$ cat config.mk
export PLATFORM = sky130hd
export DESIGN_NAME = far_alarm_unit
export DESIGN_NICKNAME = d
export VERILOG_FILES = /design/src/far_pkg.sv /design/src/far_alarm_unit.sv
export SDC_FILE = /design/constraint.sdc
export NUM_CORES = 1
export LEC_CHECK = 0
export BUFFER_PORTS_ARGS = -buffer_cell sky130_fd_sc_hd__buf_4
export CORE_AREA = 4 4 158 160
export DETAILED_ROUTE_END_ITERATION = 16
export DIE_AREA = 0 0 162 164
export PLACE_DENSITY = 0.81
export SLEW_MARGIN = 40
export SYNTH_ARGS = -nofsm -noshare
export SYNTH_HDL_FRONTEND = slang
export SYNTH_SLANG_ARGS = --single-unit
$ cat constraint.sdc
create_clock -name clk -period 3.1 [get_ports clk]
set_input_delay 0.155 -clock clk [delete_from_list [all_inputs] [get_ports clk]]
set_output_delay 0.155 -clock clk [all_outputs]
set_load 0.01 [all_outputs]
$ cat src/far_pkg.sv
// far_pkg: shared constants for the fault alarm response unit
// assumes a 32-bit apb slave with word-aligned registers
package far_pkg;
    // register byte offsets
    localparam logic [11:0] OFS_CTRL     = 12'h000;
    localparam logic [11:0] OFS_RSTCAUSE = 12'h004;
    localparam logic [11:0] OFS_EXCCAUSE = 12'h008;
    localparam logic [11:0] OFS_HVSTAT   = 12'h00C;
    localparam logic [11:0] OFS_SPLIM_U  = 12'h010;
    localparam logic [11:0] OFS_SPLIM_S  = 12'h014;
    localparam logic [11:0] OFS_SPLIM_X  = 12'h018;
    localparam logic [11:0] OFS_STATUS   = 12'h01C;
    // field positions
    localparam int CTRL_INVECC = 0;    // inverse error correction enable
    localparam int CTRL_EEDET  = 1;    // two-bit light detect select
    localparam int HV_DONE     = 0;
    localparam int HV_OK       = 1;
    localparam int ST_TEST     = 0;
    localparam int ST_SENSOR   = 1;
    localparam int ST_MODE     = 2;
    localparam int SP_W        = 16;
    // reset cause bits
    localparam int RC_VOLT = 0, RC_FREQ = 1, RC_TEMP = 2, RC_LIGHT = 3;
    localparam int RC_FETCH = 4, RC_ATU = 5, RC_ROMPAR = 6, RC_W = 7;
    // exception cause bits
    localparam int EC_EELIGHT = 0, EC_PC = 1, EC_SP = 2, EC_PROGRAM_STATUS_WORD_HIGH = 3;
    localparam int EC_CRYPTO = 4, EC_ECC = 5, EC_STACK = 6, EC_W = 7;
    // reset values
    localparam logic [2:0]  CTRL_RST  = 3'h0;
    localparam logic [31:0] SPLIM_RST = 32'hFFFF_0000;  // hi:lo, full range
    localparam logic [1:0]  STRAP_SETTLE = 2'h3;        // cycles before strap catch
    typedef enum logic [1:0] {FAR_EEDET_OFF = 2'b00, FAR_EEDET_A = 2'b01,
                              FAR_EEDET_B = 2'b10} far_eedet_t;
    typedef enum logic [1:0] {FAR_USER = 2'b00, FAR_SYSTEM = 2'b01,
                              FAR_SUPER = 2'b10} far_mode_t;
    typedef enum logic {FAR_RUN = 1'b0, FAR_ABORT = 1'b1} far_state_t;
endpackage

$ cat src/far_alarm_unit.sv
// far_alarm_unit: alarm aggregation, reset/exception response, stack limits,
// eeprom high-voltage flag, per-byte eeprom correction, rom parity reset
// assumes sensors and straps are asynchronous pins; cpu signals share clk
//
// Contract
// - sensor, fetch, cache faults force chip reset
// - eeprom light and other faults raise exception
// - reset aborts program, exception interrupts it
// - reset clears state, keeps readable cause
// - exception cause readable by software
// - inverse correction error raises exception
// - sensors on in every non-test mode
// - software cannot disable sensors
// - reset/exception mapping is hard-wired
// - three stack pointers, limit exception each
// - write high voltage posted, no event
// - eeprom byte single-bit errors corrected
// - rom parity failure forces chip reset
// - fault detection on pc, sp, psw, cache, crypto
// - test mode off after delivery
`timescale 1ns/1ps
`default_nettype none
module far_alarm_unit (
    // clock, resets, enable
    input  wire logic        clk,
    input  wire logic        reset_n,
    input  wire logic        powerOnReset_n,   // keeps reset cause alive
    input  wire logic        clkEn,
    // apb slave
    input  wire logic        psel,
    input  wire logic        penable,
    input  wire logic        pwrite,
    input  wire logic [11:0] paddr,
    input  wire logic [31:0] pwdata,
    output logic      [31:0] prdata,
    output logic             pready,
    output logic             pslverr,
    // asynchronous pins
    input  wire logic        voltAlarm,
    input  wire logic        freqAlarm,
    input  wire logic        tempAlarm,
    input  wire logic        lightAlarm,
    input  wire logic        hvOk,
    input  wire logic        testStrap,
    input  wire logic        deliveredFuse,
    // same-clock detectors
    input  wire logic        fetchFault,
    input  wire logic        atuCacheFault,
    input  wire logic        romParityErr,
    input  wire logic        eeLightA,
    input  wire logic        eeLightB,
    input  wire logic        pcFault,
    input  wire logic        spFault,
    input  wire logic        pswHighFault,
    input  wire logic        cryptoFault,
    // stack pointer update from cpu
    input  wire logic [1:0]  privMode,
    input  wire logic        spWrEn,
    input  wire logic [15:0] spWrData,
    // eeprom read and write path
    input  wire logic        eeWriteActive,
    input  wire logic        eeRdValid,
    input  wire logic [31:0] eeRdData,
    input  wire logic [15:0] eeRdCheck,
    output logic      [31:0] eeCorrData,
    output logic             eeCorrValid,
    // responses
    output logic             chipResetReq,
    output logic             exceptionReq,
    output logic             sensorEnable
);
    // hamming(12,8) decode of one byte: {error, corrected byte}
    function automatic logic [8:0] fixByte(input logic [7:0] d, input logic [3:0] c);
        logic [3:0] s;
        logic [7:0] o;
        s = c ^ {d[7] ^ d[6] ^ d[5] ^ d[4], d[7] ^ d[3] ^ d[2] ^ d[1],
                 d[6] ^ d[5] ^ d[3] ^ d[2] ^ d[0], d[6] ^ d[4] ^ d[3] ^ d[1] ^ d[0]};
        o = d;
        case (s)
            4'h3:    o[0] = ~d[0];
            4'h5:    o[1] = ~d[1];
            4'h6:    o[2] = ~d[2];
            4'h7:    o[3] = ~d[3];
            4'h9:    o[4] = ~d[4];
            4'hA:    o[5] = ~d[5];
            4'hB:    o[6] = ~d[6];
            4'hC:    o[7] = ~d[7];
            default: o = d;      // check-bit flip or clean byte
        endcase
        return {s != 4'h0, o};
    endfunction

    // known register address
    function automatic logic known(input logic [11:0] a);
        return a == far_pkg::OFS_CTRL || a == far_pkg::OFS_RSTCAUSE ||
               a == far_pkg::OFS_EXCCAUSE || a == far_pkg::OFS_HVSTAT ||
               a == far_pkg::OFS_SPLIM_U || a == far_pkg::OFS_SPLIM_S ||
               a == far_pkg::OFS_SPLIM_X || a == far_pkg::OFS_STATUS;
    endfunction

    // pin synchronisers, first stage read only by second
    logic [6:0] pinMeta, pinSync;
    // state and registers
    far_pkg::far_state_t state, next_state;
    logic [2:0]  ctrl, next_ctrl;                 // invecc, eedet select
    logic [far_pkg::RC_W-1:0] rstCause, next_rstCause;
    logic [far_pkg::EC_W-1:0] excCause, next_excCause;
    logic [31:0] spLim [3], next_spLim [3];       // per mode {hi, lo}
    logic [15:0] sp [3], next_sp [3];             // per mode pointer
    logic        spOutPrev, next_spOutPrev;
    logic [1:0]  hvStat, next_hvStat;             // {ok, done}
    logic        hvBad, next_hvBad, wrPrev, next_wrPrev;
    logic        testMode, next_testMode;
    logic        strapDone, next_strapDone;
    logic [1:0]  settle, next_settle;
    logic [31:0] next_prdata, next_eeCorrData;
    logic        next_pready, next_pslverr, next_eeCorrValid;
    logic        next_chipResetReq, next_exceptionReq, next_sensorEnable;
    // combinational helpers
    logic [far_pkg::RC_W-1:0] rstVec;
    logic [far_pkg::EC_W-1:0] excVec;
    logic        resetClass, excClass, eccErr, spOut, apbWr;
    logic [1:0]  modeIdx;
    logic [8:0]  fix [4];

    // synchronise pins; frozen with the rest while clkEn is low
    always_ff @(posedge clk or negedge reset_n) begin
        if (!reset_n) begin
            pinMeta <= 7'h00;
            pinSync <= 7'h00;
        end else if (clkEn) begin
            pinMeta <= {voltAlarm, freqAlarm, tempAlarm, lightAlarm,
                        hvOk, testStrap, deliveredFuse};
            pinSync <= pinMeta;
        end
    end

    // alarm classification; fixed wiring, ctrl gates only the eeprom light and ecc exceptions
    always_comb begin
        rstVec = '0;
        rstVec[far_pkg::RC_VOLT]   = pinSync[6];
        rstVec[far_pkg::RC_FREQ]   = pinSync[5];
        rstVec[far_pkg::RC_TEMP]   = pinSync[4];
        rstVec[far_pkg::RC_LIGHT]  = pinSync[3];
        rstVec[far_pkg::RC_FETCH]  = fetchFault;
        rstVec[far_pkg::RC_ATU]    = atuCacheFault;
        rstVec[far_pkg::RC_ROMPAR] = romParityErr;
        for (int i = 0; i < 4; i++) begin
            fix[i] = fixByte(eeRdData[8*i +: 8], eeRdCheck[4*i +: 4]);
        end
        eccErr = eeRdValid && ctrl[far_pkg::CTRL_INVECC] &&
                 (fix[0][8] || fix[1][8] || fix[2][8] || fix[3][8]);
        modeIdx = (privMode == far_pkg::FAR_SUPER) ? 2'd2 :
                  (privMode == far_pkg::FAR_SYSTEM) ? 2'd1 : 2'd0;
        spOut = sp[modeIdx] < spLim[modeIdx][15:0] ||
                sp[modeIdx] > spLim[modeIdx][31:16];
        excVec = '0;
        // only the selected light function reports
        excVec[far_pkg::EC_EELIGHT] =
            (ctrl[2:1] == far_pkg::FAR_EEDET_A && eeLightA) ||
            (ctrl[2:1] == far_pkg::FAR_EEDET_B && eeLightB);
        excVec[far_pkg::EC_PC]     = pcFault;
        excVec[far_pkg::EC_SP]     = spFault;
        excVec[far_pkg::EC_PROGRAM_STATUS_WORD_HIGH]   = pswHighFault;
        excVec[far_pkg::EC_CRYPTO] = cryptoFault;
        excVec[far_pkg::EC_ECC]    = eccErr;
        excVec[far_pkg::EC_STACK]  = spOut && !spOutPrev;       // entry edge only
        resetClass = |rstVec;
        excClass   = |excVec;
        apbWr      = psel && penable && pready && pwrite && !pslverr;
    end

    // next values of all reset_n state except the pin synchronisers
    always_comb begin
        next_state = state;
        next_chipResetReq = chipResetReq;
        next_exceptionReq = 1'b0;
        next_excCause = excCause;
        next_ctrl = ctrl;
        next_spLim = spLim;
        next_sp = sp;
        // abort: hold the reset request until reset_n arrives
        case (state)
            far_pkg::FAR_RUN: begin
                if (resetClass) begin
                    next_state = far_pkg::FAR_ABORT;
                    next_chipResetReq = 1'b1;
                end else if (excClass) begin
                    next_exceptionReq = 1'b1;
                end
            end
            far_pkg::FAR_ABORT: next_chipResetReq = 1'b1;
            default: next_state = far_pkg::FAR_RUN;
        endcase
        // exception cause, write one to clear, set wins
        if (apbWr && paddr == far_pkg::OFS_EXCCAUSE) begin
            next_excCause = excCause & ~pwdata[far_pkg::EC_W-1:0];
        end
        if (next_exceptionReq) begin
            next_excCause = next_excCause | excVec;
        end
        if (apbWr && paddr == far_pkg::OFS_CTRL) begin
            next_ctrl = pwdata[2:0];
        end
        if (apbWr && paddr == far_pkg::OFS_SPLIM_U) next_spLim[0] = pwdata;
        if (apbWr && paddr == far_pkg::OFS_SPLIM_S) next_spLim[1] = pwdata;
        if (apbWr && paddr == far_pkg::OFS_SPLIM_X) next_spLim[2] = pwdata;
        if (spWrEn) next_sp[modeIdx] = spWrData;
        next_spOutPrev = spOut;
        // high voltage check over each write sequence, no event raised
        next_wrPrev = eeWriteActive;
        next_hvBad = eeWriteActive ? (hvBad || !pinSync[2]) : 1'b0;
        next_hvStat = hvStat;
        if (wrPrev && !eeWriteActive) begin
            next_hvStat = {!hvBad, 1'b1};
        end
        // strap catch once after release; delivered part never tests
        next_settle = (settle == far_pkg::STRAP_SETTLE) ? settle : settle + 2'd1;
        next_strapDone = strapDone || settle == far_pkg::STRAP_SETTLE;
        next_testMode = testMode;
        if (!strapDone && settle == far_pkg::STRAP_SETTLE) begin
            next_testMode = pinSync[1] && !pinSync[0];
        end
        next_sensorEnable = !next_testMode;
        next_eeCorrValid = eeRdValid;
        next_eeCorrData = eeRdValid ? {fix[3][7:0], fix[2][7:0], fix[1][7:0],
                                       fix[0][7:0]} : eeCorrData;
        // apb: answer in the access cycle after setup
        next_pready = psel && !penable;
        next_pslverr = psel && !penable && !known(paddr);
        next_prdata = 32'h0000_0000;
        if (psel && !penable) begin
            case (paddr)
                far_pkg::OFS_CTRL:     next_prdata = {29'h0, ctrl};
                far_pkg::OFS_RSTCAUSE: next_prdata = {25'h0, rstCause};
                far_pkg::OFS_EXCCAUSE: next_prdata = {25'h0, excCause};
                far_pkg::OFS_HVSTAT:   next_prdata = {30'h0, hvStat};
                far_pkg::OFS_SPLIM_U:  next_prdata = spLim[0];
                far_pkg::OFS_SPLIM_S:  next_prdata = spLim[1];
                far_pkg::OFS_SPLIM_X:  next_prdata = spLim[2];
                far_pkg::OFS_STATUS:   next_prdata = {28'h0, privMode,
                                                      sensorEnable, testMode};
                default:               next_prdata = 32'h0000_0000;
            endcase
        end
    end

    // register everything cleared by chip reset except the pin synchronisers
    always_ff @(posedge clk or negedge reset_n) begin
        if (!reset_n) begin
            state <= far_pkg::FAR_RUN;
            chipResetReq <= 1'b0;
            exceptionReq <= 1'b0;
            excCause <= '0;
            ctrl <= far_pkg::CTRL_RST;
            for (int i = 0; i < 3; i++) begin
                spLim[i] <= far_pkg::SPLIM_RST;
                sp[i] <= 16'h0000;
            end
            spOutPrev <= 1'b0;
            hvStat <= 2'h0;
            hvBad <= 1'b0;
            wrPrev <= 1'b0;
            settle <= 2'h0;
            strapDone <= 1'b0;
            testMode <= 1'b0;
            sensorEnable <= 1'b1;
            eeCorrValid <= 1'b0;
            eeCorrData <= 32'h0000_0000;
            pready <= 1'b0;
            pslverr <= 1'b0;
            prdata <= 32'h0000_0000;
        end else if (clkEn) begin
            state <= next_state;
            chipResetReq <= next_chipResetReq;
            exceptionReq <= next_exceptionReq;
            excCause <= next_excCause;
            ctrl <= next_ctrl;
            spLim <= next_spLim;
            sp <= next_sp;
            spOutPrev <= next_spOutPrev;
            hvStat <= next_hvStat;
            hvBad <= next_hvBad;
            wrPrev <= next_wrPrev;
            settle <= next_settle;
            strapDone <= next_strapDone;
            testMode <= next_testMode;
            sensorEnable <= next_sensorEnable;
            eeCorrValid <= next_eeCorrValid;
            eeCorrData <= next_eeCorrData;
            pready <= next_pready;
            pslverr <= next_pslverr;
            prdata <= next_prdata;
        end
    end

    // reset cause outlives the chip reset it explains; set wins over clear
    always_comb begin
        next_rstCause = rstCause;
        if (apbWr && paddr == far_pkg::OFS_RSTCAUSE) begin
            next_rstCause = rstCause & ~pwdata[far_pkg::RC_W-1:0];
        end
        if (state == far_pkg::FAR_RUN) begin
            next_rstCause = next_rstCause | rstVec;
        end
    end

    always_ff @(posedge clk or negedge powerOnReset_n) begin
        if (!powerOnReset_n) begin
            rstCause <= '0;
        end else if (clkEn) begin
            rstCause <= next_rstCause;
        end
    end
endmodule // far_alarm_unit
`default_nettype wire

==> results.ini <==
[power]
power.switching_mw=2.492
power_leakage_nw=7.978
power.combinational.fraction_pct=21.9
swShare_pct=27.38
cellPowerDensity_nw_per_um2=518.8
clk_pwr_share_pct=35.8
seq_power_share_pct=42.3
power.ir.vdd_worst_mv=0.3179
power.internal_mw=6.611

[detailed_routing]
drt_pre_antenna_iters=7
routed-via-count=10910
wl_per_cell_microns=21.32
ant_nets=0
total_detailed_routing_wirelength_microns=38720
route.detailed.vias_per_inst=6.007
detail_route.iter0.violations=995
drcViolationCount=0

[floorplanning]
core_area_sq_um=23400
die_x_microns=162
row_count=56
fp.dieH_microns=164
io-pin-count=206
die_area_sq_um=26570
initial_utilization_pct=57.99

[timing]
rsz0062_at_grt=no
clock-skew-final_ps=18.11
fmax_ghz=0.3425
fin_tns_setup_ps=0
whs_ps=32.59
setup_viol=0
slew-limit-headroom_pct=45.17
fin_crit_sh_pct=94.19
final_slew_violations=0
finalWorstPathRequiredPeriod_ps=2920
worst-slew-pin-transition_ps=820.1
final-hold-violation-count=0

[logic_synthesis]
syn_inst=1160
yosysSeqAreaShare_pct=47.47
synth.ff_latch_count=255
syn_area_sq_um=13570
synth-edff-count=0
synthArstFlopShare_pct=100.0
postSynthNetCount=1332
synth.lib_cells_used.distinct=68
avgSynthCellArea_sq_um=11.70
synthesis.yosys.warnings=0
yosys_most_used_dff=sky130_fd_sc_hd__dfrtp_1

[critical_path]
cp-start-kind=register
critical_path_arrival_ps=3360
r2r.worst_path.cells=10
worst-endpoint-required_ps=3540
cp_max_fo=6
critPathKind=reg2reg
setup.worst_path.end_class=register

[cells_and_area]
num-fill-cells=1486
synthToLayoutAreaGrowth_pct=29.31
postLayoutCellArea_sq_um=17550
post-route-util_pct=74.98
final_cells=1816
drive_above_1_share_pct=31.30
most_frequent_cells_in_the_layout=243 x sky130_fd_sc_hd__buf_4, 206 x sky130_fd_sc_hd__dfrtp_1, 103 x sky130_fd_sc_hd__dlygate4sd3_1, 101 x sky130_fd_sc_hd__nor2_1, 80 x sky130_fd_sc_hd__a21oi_1
final_net_count=1649
final_common_cell=sky130_fd_sc_hd__buf_4

[cts]
insertion_delay_ps=530
numClockSinks=255
clk_path_buf_depth=3
clock_tree_from_tritoncts=done
cts_post_setup_buffers_inserted=0
cts_made_buffers=27
worst_setup_hold_path_clk_slew_ps=60
cts_root_buffer=sky130_fd_sc_hd__clkbuf_16
h-tree-depth=1

[place]
placement.io_buffers=205
gp_congestion=0.8975
dp_cells=1663
placed_area_sq_um=15590
hpwlAfterDp_microns=25380

[hold_path]
worst_hold_path_type=in2reg
min_path_cells=3

[grt]
initial_antenna_violation_count=1
via_count_of_the_first_global_routing_pass=11190
grt.overflow.total=0
grt_max_degree=105
global_route_wire_length_before_repair_microns=61350
gr-usage-all-layers_pct=28.89

[flow_run]
maxCapViolCount=0

[run_status]
status=finished, final reports clean

layout make-up:
class,instances,area (sq um),area share (%)
antenna,2,5.005,0.02852
clock inverter,9,118.9,0.6774
sequential,255,6442,36.71
clock buffer,38,767.0,4.371
tap,319,399.1,2.275
timing repair buffer,354,3010,17.16
multi-input combinational,799,6655,37.93
inverter,40,150.1,0.8556
worst paths after layout:
| kind | from | to | slack [ps] |
|---|---|---|---|
| max in group asynchronous | reset_n | spLim[29] | 1820 |
| setup / recovery | sp[43] | excCause[1] | 180 |
| min in group asynchronous | reset_n | eeCorrData[19] | 160 |
| setup reg to reg | sp[43] | excCause[1] | 180 |
| hold reg to reg | hvStat[0] | hvStat[0] | 470 |
| hold / removal | eeRdData[16] | eeCorrData[16] | 30 |
layer usage:
layer | GRT usage [%] | part of all wire, % | vias to the layer above
li1 | - | - | 4820
met4 | 8.612 | 2.9 | 0
met2 | 48.86 | 49 | 518
met5 | 0 | 0 | -
met3 | 4.918 | 7.2 | 105
met1 | 38.73 | 40 | 5465
kinds of logic (layout without fill, tap and decap cells):
kind of cell / count (synthesis) / after routing / synth area share (%)
adder cells (fa/ha/maj): 36 / 36 / 3.319
AO/OA/AOI/OAI: 211 / 211 / 10.12
multiplexers: 224 / 224 / 19.08
flip-flops: 255 / 255 / 47.47
AND/OR/NAND/NOR: 242 / 242 / 8.501
other: 0 / 2 / 0
buffers and inverters: 106 / 441 / 3.651
XOR/XNOR: 86 / 86 / 7.855
state kept, by name, indices dropped and copies added, names as in the netlist, 2 cells and up:
register    flops
spLim          96
sp             48
eeCorrData     32
prdata         32
excCause        7
pinMeta         7
pinSync         7
rstCause        7
ctrl            3
hvStat          2
settle          2
worst max-delay path: stages, from the launching register on:
cell and delay [ps]:
sky130_fd_sc_hd__dfrtp_1 380, sky130_fd_sc_hd__mux2i_1 90, sky130_fd_sc_hd__o21ai_0 450, sky130_fd_sc_hd__buf_4 210, sky130_fd_sc_hd__ha_1 240, sky130_fd_sc_hd__a21oi_1 160
sky130_fd_sc_hd__o21ai_0 160, sky130_fd_sc_hd__a221oi_1 500, sky130_fd_sc_hd__o211ai_1 170, sky130_fd_sc_hd__o41a_1 250, sky130_fd_sc_hd__a21oi_1 210
per-stage QoR:
stage | total power, mW | setup WS (ps)
after detailed placement | 5.696 | -133.3
after floorplan | 4.887 | 182.9
after global routing | 9.478 | 85.71
final | 9.103 | 180.3
after global placement | 5.624 | -59.36
after CTS | 9.060 | 323.7
what timing repair did:
| item | in CTS | in global routing |
|---|---|---|
| endpoints found under the hold margin | 314 | 0 |
| hold buffers | 103 | 0 |
| resized for setup | 0 | 0 |
| endpoints found under the setup margin | 0 | 0 |
synthesized netlist by cell type (4+ instances only):
cell | number | share of area, %
sky130_fd_sc_hd__and3_1 | 6 | 0.28
sky130_fd_sc_hd__nand3_1 | 15 | 0.55
sky130_fd_sc_hd__a222oi_1 | 26 | 1.9
sky130_fd_sc_hd__nand3b_1 | 5 | 0.28
sky130_fd_sc_hd__xnor3_1 | 15 | 2.5
sky130_fd_sc_hd__mux2i_1 | 55 | 4.1
sky130_fd_sc_hd__mux2_2 | 77 | 6.4
sky130_fd_sc_hd__a221oi_1 | 4 | 0.26
sky130_fd_sc_hd__o22ai_1 | 32 | 1.5
sky130_fd_sc_hd__nand2_1 | 56 | 1.5
sky130_fd_sc_hd__buf_6 | 10 | 0.83
sky130_fd_sc_hd__nor3_1 | 6 | 0.22
sky130_fd_sc_hd__a21o_1 | 6 | 0.33
sky130_fd_sc_hd__a22o_1 | 7 | 0.45
sky130_fd_sc_hd__xor2_1 | 26 | 1.7
sky130_fd_sc_hd__clkbuf_1 | 36 | 1.0
sky130_fd_sc_hd__xnor2_1 | 36 | 2.3
sky130_fd_sc_hd__buf_2 | 15 | 0.55
sky130_fd_sc_hd__mux2_1 | 60 | 5.0
sky130_fd_sc_hd__nor4_1 | 4 | 0.18
sky130_fd_sc_hd__a22oi_1 | 4 | 0.22
sky130_fd_sc_hd__a21oi_1 | 80 | 3.0
sky130_fd_sc_hd__o21ai_0 | 26 | 0.96
sky130_fd_sc_hd__nor2_1 | 101 | 2.8
sky130_fd_sc_hd__o211ai_1 | 6 | 0.33
sky130_fd_sc_hd__nand2b_1 | 10 | 0.46
sky130_fd_sc_hd__dfstp_2 | 49 | 9.5
sky130_fd_sc_hd__mux2_4 | 30 | 3.3
sky130_fd_sc_hd__buf_1 | 4 | 0.11
sky130_fd_sc_hd__dfrtp_1 | 206 | 38
sky130_fd_sc_hd__nor2b_1 | 12 | 0.55
sky130_fd_sc_hd__inv_1 | 40 | 1.1
sky130_fd_sc_hd__a21boi_0 | 4 | 0.22
sky130_fd_sc_hd__ha_1 | 36 | 3.3
sky130_fd_sc_hd__nand4_1 | 7 | 0.32
power by group through the flow:
stage	logic (mW)	clock network, mW	registers (mW)
after floorplan	1.04	0	3.85
after global placement	1.74	0	3.88
after detailed placement	1.81	0	3.88
after CTS	1.94	3.28	3.83
after global routing	2.17	3.44	3.87
final	1.99	3.26	3.85
(Power assumes the default switching activity.)
